<file path="config.mk">
export PLATFORM = sky130hd
export DESIGN_NAME = bxu_exec
export DESIGN_NICKNAME = d
export VERILOG_FILES = /design/src/bxu_pkg.sv /design/src/bxu_stack_if.sv /design/src/bxu_exec.sv /design/src/bxu_stack_mem.sv
export SDC_FILE = /design/constraint.sdc
export NUM_CORES = 1
export LEC_CHECK = 0
export BUFFER_PORTS_ARGS = -buffer_cell sky130_fd_sc_hd__buf_2
export CAP_MARGIN = 30
export CORE_ASPECT_RATIO = 0.6
export CORE_MARGIN = 2
export CORE_UTILIZATION = 49
export CTS_BUF_LIST = sky130_fd_sc_hd__clkbuf_2 sky130_fd_sc_hd__clkbuf_4 sky130_fd_sc_hd__clkbuf_8
export DETAILED_ROUTE_END_ITERATION = 7
export PLACE_DENSITY = 0.74
export RECOVER_POWER = 100
export SYNTH_ARGS = -nofsm -noshare
export SYNTH_HDL_FRONTEND = slang
export SYNTH_SLANG_ARGS = --single-unit
export TNS_END_PERCENT = 100
</file>
<file path="constraint.sdc">
create_clock -name CORE_CLK_IN -period 5.1 [get_ports CORE_CLK_IN]
set_clock_uncertainty 0.05 [all_clocks]
set_input_delay 1.02 -clock CORE_CLK_IN [delete_from_list [all_inputs] [get_ports CORE_CLK_IN]]
set_output_delay 1.02 -clock CORE_CLK_IN [all_outputs]
set_load 0.01 [all_outputs]
</file>
<file path="src/bxu_pkg.sv">
// constants, opcode set and flag layout for the branch, bit and call execute unit
// assumes one core clock, synchronous active-high reset, operands fetched upstream
// ============================================================
// Contract
// - compare with immediate: flags from subtraction, accumulator kept, skip when equal
// - compare with memory: zero and carry only, skip when accumulator equals operand
// - increment/decrement into accumulator, memory kept, skip when result is zero
// - increment/decrement memory in place, skip on zero, cost one plus write plus skip
// - bit test skips when selected bit is 0 or 1 respectively
// - bank-0 bit tests use bank 0 whatever bank is selected
// - bit clear/set force one bit, bank-0 forms use bank 0, flags untouched
// - jump loads page bits into pc 15:14 and destination into 13:0, two cycles
// - call pushes the full 16-bit pc plus one, then jumps like jump, two cycles
// - interrupt return pops pc and sets global interrupt enable, two cycles
// - context save copies accumulator and flags except status bits, one cycle
// - context restore reloads accumulator and flags, status bits untouched, one cycle
// - memory write adds a cycle for general RAM, none for system registers
// - taken skip adds one cycle, untaken skip adds none
// - no-operation changes nothing and takes one cycle
package bxu_pkg;
	localparam int unsigned DATA_W     = 8;
	localparam int unsigned PC_W       = 16;
	localparam int unsigned DEST_W     = 14;
	localparam int unsigned PAGE_W     = 2;
	localparam int unsigned BIT_SEL_W  = 3;
	localparam int unsigned SP_W       = 3;
	localparam int unsigned STACK_DEPTH = 8;
	localparam int unsigned CNT_W      = 2;

	// ============================================================
	// flag register layout
	localparam int unsigned FLAG_Z_BIT   = 0;
	localparam int unsigned FLAG_DC_BIT  = 1;
	localparam int unsigned FLAG_C_BIT   = 2;
	localparam int unsigned FLAG_PD_BIT  = 6;
	localparam int unsigned FLAG_TOV_BIT = 7;
	localparam logic [7:0]  FLAG_STATUS_MASK = 8'hC0;
	localparam logic [7:0]  FLAG_RESET   = 8'h00;
	localparam logic [7:0]  DATA_RESET   = 8'h00;
	localparam logic [7:0]  DATA_ONE     = 8'h01;
	localparam logic [15:0] PC_RESET     = 16'h0000;
	localparam logic [15:0] PC_STEP      = 16'h0001;
	localparam logic [15:0] PC_SKIP_STEP = 16'h0002;
	localparam logic [2:0]  SP_ONE       = 3'h1;
	localparam logic [1:0]  EXTRA_ONE    = 2'h1;
	localparam logic [1:0]  EXTRA_NONE   = 2'h0;

	// ============================================================
	// decoded instruction set of this unit
	typedef enum logic [4:0] {
		OP_NO_OP,
		OP_COMPARE_SKIP_EQUAL_IMM,
		OP_COMPARE_SKIP_EQUAL_MEM,
		OP_INC_TO_ACC_SKIP_ZERO,
		OP_DEC_TO_ACC_SKIP_ZERO,
		OP_INC_MEM_SKIP_ZERO,
		OP_DEC_MEM_SKIP_ZERO,
		OP_BIT_TEST_SKIP_CLEAR,
		OP_BIT_TEST_SKIP_SET,
		OP_BANK0_BIT_TEST_SKIP_CLEAR,
		OP_BANK0_BIT_TEST_SKIP_SET,
		OP_BIT_CLEAR,
		OP_BIT_SET,
		OP_BANK0_BIT_CLEAR,
		OP_BANK0_BIT_SET,
		OP_JUMP,
		OP_CALL,
		OP_SUBROUTINE_RETURN,
		OP_INTERRUPT_RETURN,
		OP_CONTEXT_SAVE,
		OP_CONTEXT_RESTORE
	} bxu_op_t;
endpackage

</file>
<file path="src/bxu_stack_if.sv">
// return stack port between the execute unit and its stack memory
// assumes both ends on the core clock
interface bxu_stack_if;
	logic                        wr_en;
	logic [bxu_pkg::SP_W-1:0]    wr_addr;
	logic [bxu_pkg::PC_W-1:0]    wr_data;
	logic [bxu_pkg::SP_W-1:0]    rd_addr;
	logic [bxu_pkg::PC_W-1:0]    rd_data;

	modport core (output wr_en, output wr_addr, output wr_data, output rd_addr, input rd_data);
	modport mem  (input wr_en, input wr_addr, input wr_data, input rd_addr, output rd_data);
endinterface

</file>
<file path="src/bxu_exec.sv">
// branch, bit and call execute unit of an 8-bit core
// assumes operand value and its ram/system kind arrive with the instruction
module bxu_exec (
	input  wire logic                    CORE_CLK_IN,      // core clock
	input  wire logic                    SYS_RST_IN,       // sync reset, high
	input  wire logic                    INSTR_VALID_IN,   // instruction offered
	input  wire bxu_pkg::bxu_op_t        OPCODE_IN,        // decoded operation
	input  wire logic [13:0]             DEST_IN,          // jump field or immediate
	input  wire logic [2:0]              BIT_SEL_IN,       // bit index
	input  wire logic [7:0]              MEM_ADDR_IN,      // operand address
	input  wire logic [7:0]              MEM_DATA_IN,      // operand value
	input  wire logic                    MEM_IS_SYS_IN,    // operand is system register
	input  wire logic [1:0]              ROM_PAGE_IN,      // rom page select bits
	input  wire logic                    TIMER_OVF_IN,     // timer overflow status
	input  wire logic                    POWER_DOWN_IN,    // power-down status
	output logic                         BUSY_OUT,         // extra cycle in progress
	output logic [7:0]                   ACCUMULATOR_OUT,  // accumulator
	output logic [7:0]                   PROGRAM_FLAG_OUT, // flag register
	output logic [15:0]                  PC_OUT,           // program counter
	output logic                         GIE_OUT,          // global interrupt enable
	output logic                         SKIP_OUT,         // skip taken pulse
	output logic                         MEM_WR_OUT,       // memory write pulse
	output logic [7:0]                   MEM_WR_ADDR_OUT,  // write address
	output logic                         MEM_BANK0_OUT,    // write goes to bank 0
	output logic [7:0]                   MEM_WR_DATA_OUT   // write data
);
	bxu_stack_if stk ();

	bxu_stack_mem u_stack (
		.clk  (CORE_CLK_IN),
		.port (stk)
	);

	function automatic logic [7:0] bit_mask(input logic [2:0] sel);
		bit_mask = bxu_pkg::DATA_ONE << sel;
	endfunction

	logic [7:0]               accumulator;
	logic [7:0]               program_flag;
	logic [7:0]               shadow_acc;
	logic [7:0]               shadow_flag;
	logic [15:0]              pc;
	logic [bxu_pkg::SP_W-1:0] sp;
	logic [1:0]               busy_cnt;
	logic                     ret_pend;
	logic                     ret_irq;
	logic                     go;

	logic [7:0]  operand;
	logic [8:0]  cmp_sum;
	logic [7:0]  inc_val;
	logic [7:0]  dec_val;
	logic        sel_bit;
	logic        skip_cond;
	logic        wr_mem;
	logic        bank0;
	logic [7:0]  wdata;
	logic        load_acc;
	logic [7:0]  new_acc;
	logic        set_zc;
	logic        is_long;
	logic        do_push;
	logic        do_pop;
	logic [1:0]  next_busy_cnt;

	assign go      = INSTR_VALID_IN && (busy_cnt == bxu_pkg::EXTRA_NONE);
	assign operand = (OPCODE_IN == bxu_pkg::OP_COMPARE_SKIP_EQUAL_IMM) ? DEST_IN[7:0] : MEM_DATA_IN;
	// carry set means no borrow
	assign cmp_sum = {1'b0, accumulator} + {1'b0, ~operand} + 9'h001;
	assign inc_val = MEM_DATA_IN + bxu_pkg::DATA_ONE;
	assign dec_val = MEM_DATA_IN - bxu_pkg::DATA_ONE;
	assign sel_bit = MEM_DATA_IN[BIT_SEL_IN];

	// ============================================================
	// decode
	always_comb begin
		skip_cond = 1'b0;
		wr_mem    = 1'b0;
		bank0     = 1'b0;
		wdata     = MEM_DATA_IN;
		load_acc  = 1'b0;
		new_acc   = accumulator;
		set_zc    = 1'b0;
		is_long   = 1'b0;
		do_push   = 1'b0;
		do_pop    = 1'b0;
		unique case (OPCODE_IN)
			bxu_pkg::OP_NO_OP: begin
			end
			bxu_pkg::OP_COMPARE_SKIP_EQUAL_IMM,
			bxu_pkg::OP_COMPARE_SKIP_EQUAL_MEM: begin
				set_zc    = 1'b1;
				skip_cond = (cmp_sum[7:0] == bxu_pkg::DATA_RESET);
			end
			bxu_pkg::OP_INC_TO_ACC_SKIP_ZERO: begin
				load_acc  = 1'b1;
				new_acc   = inc_val;
				skip_cond = (inc_val == bxu_pkg::DATA_RESET);
			end
			bxu_pkg::OP_DEC_TO_ACC_SKIP_ZERO: begin
				load_acc  = 1'b1;
				new_acc   = dec_val;
				skip_cond = (dec_val == bxu_pkg::DATA_RESET);
			end
			bxu_pkg::OP_INC_MEM_SKIP_ZERO: begin
				wr_mem    = 1'b1;
				wdata     = inc_val;
				skip_cond = (inc_val == bxu_pkg::DATA_RESET);
			end
			bxu_pkg::OP_DEC_MEM_SKIP_ZERO: begin
				wr_mem    = 1'b1;
				wdata     = dec_val;
				skip_cond = (dec_val == bxu_pkg::DATA_RESET);
			end
			bxu_pkg::OP_BIT_TEST_SKIP_CLEAR: skip_cond = !sel_bit;
			bxu_pkg::OP_BIT_TEST_SKIP_SET:   skip_cond = sel_bit;
			bxu_pkg::OP_BANK0_BIT_TEST_SKIP_CLEAR: begin
				bank0     = 1'b1;
				skip_cond = !sel_bit;
			end
			bxu_pkg::OP_BANK0_BIT_TEST_SKIP_SET: begin
				bank0     = 1'b1;
				skip_cond = sel_bit;
			end
			bxu_pkg::OP_BIT_CLEAR, bxu_pkg::OP_BANK0_BIT_CLEAR: begin
				wr_mem = 1'b1;
				bank0  = (OPCODE_IN == bxu_pkg::OP_BANK0_BIT_CLEAR);
				wdata  = MEM_DATA_IN & ~bit_mask(BIT_SEL_IN);
			end
			bxu_pkg::OP_BIT_SET, bxu_pkg::OP_BANK0_BIT_SET: begin
				wr_mem = 1'b1;
				bank0  = (OPCODE_IN == bxu_pkg::OP_BANK0_BIT_SET);
				wdata  = MEM_DATA_IN | bit_mask(BIT_SEL_IN);
			end
			bxu_pkg::OP_JUMP: is_long = 1'b1;
			bxu_pkg::OP_CALL: begin
				is_long = 1'b1;
				do_push = 1'b1;
			end
			bxu_pkg::OP_SUBROUTINE_RETURN, bxu_pkg::OP_INTERRUPT_RETURN: begin
				is_long = 1'b1;
				do_pop  = 1'b1;
			end
			bxu_pkg::OP_CONTEXT_SAVE, bxu_pkg::OP_CONTEXT_RESTORE: begin
			end
			default: begin
			end
		endcase
	end

	// ram write and taken skip each cost one cycle; long ops cost one
	assign next_busy_cnt = go ? ((wr_mem && !MEM_IS_SYS_IN) ? bxu_pkg::EXTRA_ONE : bxu_pkg::EXTRA_NONE)
		+ (skip_cond ? bxu_pkg::EXTRA_ONE : bxu_pkg::EXTRA_NONE)
		+ (is_long ? bxu_pkg::EXTRA_ONE : bxu_pkg::EXTRA_NONE)
		: ((busy_cnt == bxu_pkg::EXTRA_NONE) ? bxu_pkg::EXTRA_NONE : busy_cnt - bxu_pkg::EXTRA_ONE);

	// ============================================================
	// stack port: the return address is the instruction after the call
	assign stk.wr_en   = go && do_push;
	assign stk.wr_addr = sp;
	assign stk.wr_data = pc + bxu_pkg::PC_STEP;
	assign stk.rd_addr = sp - bxu_pkg::SP_ONE;

	always_ff @(posedge CORE_CLK_IN) begin
		if (SYS_RST_IN) begin
			sp <= '0;
		end else if (go && do_push) begin
			sp <= sp + bxu_pkg::SP_ONE;
		end else if (go && do_pop) begin
			sp <= sp - bxu_pkg::SP_ONE;
		end
	end

	// ============================================================
	// cycle accounting
	always_ff @(posedge CORE_CLK_IN) begin
		if (SYS_RST_IN) begin
			busy_cnt <= bxu_pkg::EXTRA_NONE;
			BUSY_OUT <= 1'b0;
		end else begin
			busy_cnt <= next_busy_cnt;
			BUSY_OUT <= (next_busy_cnt != bxu_pkg::EXTRA_NONE);
		end
	end

	// ============================================================
	// program counter and interrupt enable
	always_ff @(posedge CORE_CLK_IN) begin
		if (SYS_RST_IN) begin
			pc       <= bxu_pkg::PC_RESET;
			ret_pend <= 1'b0;
			ret_irq  <= 1'b0;
			GIE_OUT  <= 1'b0;
			SKIP_OUT <= 1'b0;
		end else begin
			ret_pend <= go && do_pop;
			ret_irq  <= go && (OPCODE_IN == bxu_pkg::OP_INTERRUPT_RETURN);
			SKIP_OUT <= go && skip_cond;
			if (ret_pend) begin
				pc <= stk.rd_data;
				if (ret_irq) begin
					GIE_OUT <= 1'b1;
				end
			end else if (go && is_long && !do_pop) begin
				pc <= {ROM_PAGE_IN, DEST_IN};
			end else if (go && skip_cond) begin
				pc <= pc + bxu_pkg::PC_SKIP_STEP;
			end else if (go && !do_pop) begin
				pc <= pc + bxu_pkg::PC_STEP;
			end
		end
	end
	assign PC_OUT = pc;

	// ============================================================
	// accumulator, flags and shadow buffers
	always_ff @(posedge CORE_CLK_IN) begin
		if (SYS_RST_IN) begin
			accumulator  <= bxu_pkg::DATA_RESET;
			program_flag <= bxu_pkg::FLAG_RESET;
			shadow_acc   <= bxu_pkg::DATA_RESET;
			shadow_flag  <= bxu_pkg::FLAG_RESET;
		end else begin
			// status bits always track their sources, never the pop
			program_flag[bxu_pkg::FLAG_TOV_BIT] <= TIMER_OVF_IN;
			program_flag[bxu_pkg::FLAG_PD_BIT]  <= POWER_DOWN_IN;
			if (go && set_zc) begin
				program_flag[bxu_pkg::FLAG_Z_BIT] <= (cmp_sum[7:0] == bxu_pkg::DATA_RESET);
				program_flag[bxu_pkg::FLAG_C_BIT] <= cmp_sum[8];
			end
			if (go && load_acc) begin
				accumulator <= new_acc;
			end
			if (go && OPCODE_IN == bxu_pkg::OP_CONTEXT_SAVE) begin
				shadow_acc  <= accumulator;
				shadow_flag <= program_flag & ~bxu_pkg::FLAG_STATUS_MASK;
			end
			if (go && OPCODE_IN == bxu_pkg::OP_CONTEXT_RESTORE) begin
				accumulator <= shadow_acc;
				program_flag[bxu_pkg::FLAG_Z_BIT]  <= shadow_flag[bxu_pkg::FLAG_Z_BIT];
				program_flag[bxu_pkg::FLAG_DC_BIT] <= shadow_flag[bxu_pkg::FLAG_DC_BIT];
				program_flag[bxu_pkg::FLAG_C_BIT]  <= shadow_flag[bxu_pkg::FLAG_C_BIT];
			end
		end
	end
	assign ACCUMULATOR_OUT  = accumulator;
	assign PROGRAM_FLAG_OUT = program_flag;

	// ============================================================
	// memory write port
	always_ff @(posedge CORE_CLK_IN) begin
		if (SYS_RST_IN) begin
			MEM_WR_OUT      <= 1'b0;
			MEM_WR_ADDR_OUT <= bxu_pkg::DATA_RESET;
			MEM_BANK0_OUT   <= 1'b0;
			MEM_WR_DATA_OUT <= bxu_pkg::DATA_RESET;
		end else begin
			MEM_WR_OUT <= go && wr_mem;
			if (go) begin
				MEM_WR_ADDR_OUT <= MEM_ADDR_IN;
				MEM_BANK0_OUT   <= bank0;
				MEM_WR_DATA_OUT <= wdata;
			end
		end
	end
endmodule

</file>
<file path="src/bxu_stack_mem.sv">
// return stack storage, one write port and a registered read port
// assumes the owner keeps the pointer; overflow simply wraps
module bxu_stack_mem (
	input  wire logic  clk,   // core clock
	bxu_stack_if.mem   port   // stack access
);
	logic [bxu_pkg::PC_W-1:0] mem [bxu_pkg::STACK_DEPTH];

	always_ff @(posedge clk) begin
		if (port.wr_en) begin
			mem[port.wr_addr] <= port.wr_data;
		end
	end

	// registered read: popped value is usable one cycle after the address
	always_ff @(posedge clk) begin
		port.rd_data <= mem[port.rd_addr];
	end
endmodule

</file>
==> flow_summary.ini <==
[grt]
grtUsageTotal = 0.248
gr-usage-met3 = 0.0588
grtUsageMet2 = 0.320
busiest_layer = met1
grt_max_degree = 59
antenna_found_initial = 0
use_met1 = 0.408
grt_overflow = 0
grt_first_pass_wirelength_um = 41400
grt_pass1_vias = 6980

[run]
cap_violations = 1

[floorplanning]
start_util = 0.506
ios = 99
core_area_mm2 = 0.0202
rows = 40
die_area_mm2 = 0.0221
die_height_um = 116
die_x_um = 191

[clock_network]
cts_buffers = 31
clk_latency_ns = 0.57
cts.clk_slew.worst_paths_ns = 0.07
cts-root-buf = clkbuf_8
cts_htree_levels = 1
cts_tree = yes
post_cts_resized = 0
numClockSinks = 212
cts_setup_buffers = 0
cts_buffer_depth = 3
cts_hold_buf = 0

[critical_path]
crit_path_end_kind = register
cp_cell_sequence = buf_2 -> nand2b_1 -> nor2_1 -> nand2_1 -> mux2i_1 -> ha_1 -> a21oi_1 -> o21ai_0 -> o31ai_1 -> a21boi_0 -> nor4_4 -> o21ai_4 -> mux2_4 -> a311oi_1 -> a2111oi_2
slowest_delay_ns = 0.54
setup.worst_path.start_class = primary input
arrival_ns = 4.99
cp.required_ns = 5.38
critPathMaxFanout = 21
worstRegToRegCells = 5
r2r_setup_slack_ns = 1.21
slowest_stage = o21ai_4
crit_type = in2reg

[yosys]
avgSynthCellArea_um2 = 11.2
ys_warn_count = 0
ys.flop_type = edfxtp_1
synthArstFlopShare = 0
synth-edff-count = 128
synth.distinct_cells = 73
seq_area_frac_synth = 0.540
ys_ff_latch = 212
synthCells = 911
netlist_area_mm2 = 0.0102

[placed_design]
dpl_cell_area_mm2 = 0.0110
place.gp.congestion = 0.957
dp_hpwl_um = 19000
port_buffers = 95

[timing]
setup_viol = 0
fmax_mhz = 212
tns_ns = 0
final_max_slew_viol_count = 59
min_period_ns = 4.71
worstMarginPinSlew_ns = 2.71
hold_viol = 0
rsz0062_at_grt = no
slew-limit-headroom = -0.805
period_share = 0.924

[worst_hold_path]
hold_path.class = reg2reg
hold_path_depth = 2

[final_layout]
multi_input_area_mm2 = 0.00434
drive_gt1_frac = 0.179
n_fill_cell = 1765
regArea_mm2 = 0.00553
design_area_mm2 = 0.0116
nets = 1069
final_common_cell = edfxtp_1
syn_to_final_growth_pct = 13.2
final_cell_mix = edfxtp_1, nand2_1, dfxtp_1
antenna_cells = 0

[drt]
vias_per_cell = 6.00
drtIter0Drc = 1166
drt-wirelength-per-cell_um = 21.1
ant_nets = 0
wirelength_um = 27500
first_pass_iters = 5
drc_errors = 0
vias = 7829

[power]
p_per_area_mw_per_mm2 = 330
vdd_drop_max_mv = 0.185
p_leak_uw = 0.00402

[run_status]
outcome = complete, but fails checks
violations = capacitance limit, slew limit
worst max-delay path: cells and delay by family:
family	cells	cell delay [ns]
AO/OA/AOI/OAI	7	2.25
buffers and inverters	1	0.11
multiplexers	2	0.58
AND/OR/NAND/NOR	4	0.67
adder cells (fa/ha/maj)	1	0.36
synthesized netlist by cell type (3+ instances only):
library cell | count | area, um2
a221oi_1 | 3 | 26.3
a21boi_0 | 5 | 37.5
nand2_1 | 95 | 357
and2_1 | 5 | 31.3
dfxtp_1 | 84 | 1680
nand3_1 | 27 | 135
a31oi_1 | 7 | 43.8
inv_1 | 21 | 78.8
or2_2 | 5 | 31.3
a21oi_1 | 72 | 360
nor2b_1 | 6 | 37.5
xor2_1 | 12 | 105
nor3_1 | 26 | 130
a41oi_1 | 3 | 26.3
mux4_2 | 32 | 721
mux2_2 | 21 | 236
mux2i_1 | 20 | 200
xnor2_1 | 22 | 193
nand4_1 | 5 | 31.3
or3_1 | 3 | 18.8
buf_2 | 4 | 20.0
nand2b_1 | 9 | 56.3
nor2_1 | 67 | 251
nor4_1 | 5 | 31.3
nor3b_1 | 4 | 30.0
a211o_1 | 5 | 43.8
nand4b_1 | 3 | 26.3
buf_1 | 8 | 30.0
a221o_1 | 3 | 30.0
o21ai_0 | 46 | 230
o211ai_1 | 9 | 67.6
clkbuf_1 | 44 | 165
o22ai_1 | 13 | 81.3
ha_1 | 15 | 188
edfxtp_1 | 128 | 3840
buf_4 | 5 | 37.5
and3_1 | 13 | 81.3
buf_6 | 3 | 33.8
a211oi_1 | 10 | 75.1
cell families after synthesis:
group,synth area share
flops,0.540
other cells,0.000367
mux,0.115
fa+ha+maj,0.0203
simple gates,0.134
buf+inv,0.0371
compound gates,0.125
xor+xnor,0.0291
layout make-up:
cell class,count,share of cell area
clock inverter,5,0.00692
sequential,212,0.477
inverter,22,0.00713
tap,273,0.0295
timing repair buffer,127,0.0510
clock buffer,52,0.0532
multi-input combinational,613,0.375
per-layer routing:
metal,routed length [um],vias up
met5,68,-
met3,3230,42
met1,13100,3733
li1,-,3582
met4,454,2
met2,10700,470
final timing paths:
path | from | to
worst max register to register | busy_cnt[1]$_SDFF_PP0_ | u_stack.mem[0][2]$_DFFE_PP_
worst min register to register | MEM_WR_DATA_OUT[0]$_SDFFE_PP0P_ | MEM_WR_DATA_OUT[0]$_SDFFE_PP0P_
worst max-delay path | OPCODE_IN[4] | PC_OUT[6]$_SDFFE_PP0P_
worst min-delay path | MEM_WR_DATA_OUT[0]$_SDFFE_PP0P_ | MEM_WR_DATA_OUT[0]$_SDFFE_PP0P_
registers in the layout, indices dropped and copies added, names as in the netlist:
signal / cells
u_stack.mem: 128
PC_OUT: 16
u_stack.port.rd_data: 16
ACCUMULATOR_OUT: 8
MEM_WR_ADDR_OUT: 8
MEM_WR_DATA_OUT: 8
shadow_acc: 8
PROGRAM_FLAG_OUT: 5
shadow_flag: 3
sp: 3
busy_cnt: 2
BUSY_OUT: 1
GIE_OUT: 1
MEM_BANK0_OUT: 1
MEM_WR_OUT: 1
SKIP_OUT: 1
ret_irq: 1
ret_pend: 1
power breakdown:
group	internal [uW]	switching, uW	total, uW	leakage, uW
clock	859	635	1490	0.000365
sequential	1870	44.6	1920	0.00186
combinational	151	261	413	0.00180
stage by stage:
step	power, uW	hold slack, ns	cells	setup WS (ns)	util
finish	3820	0.402	1304	0.389	0.573
global route	3970	0.415	1304	0.234	0.573
CTS	3840	0.400	1304	0.599	0.580
detailed placement	2360	0.392	1247	0.0000395	0.545
global placement	2350	0.389	1247	0.211	0.545
floorplan	2210	0.383	913	0.353	-
Note: power is estimated with default switching activity, not from simulation.
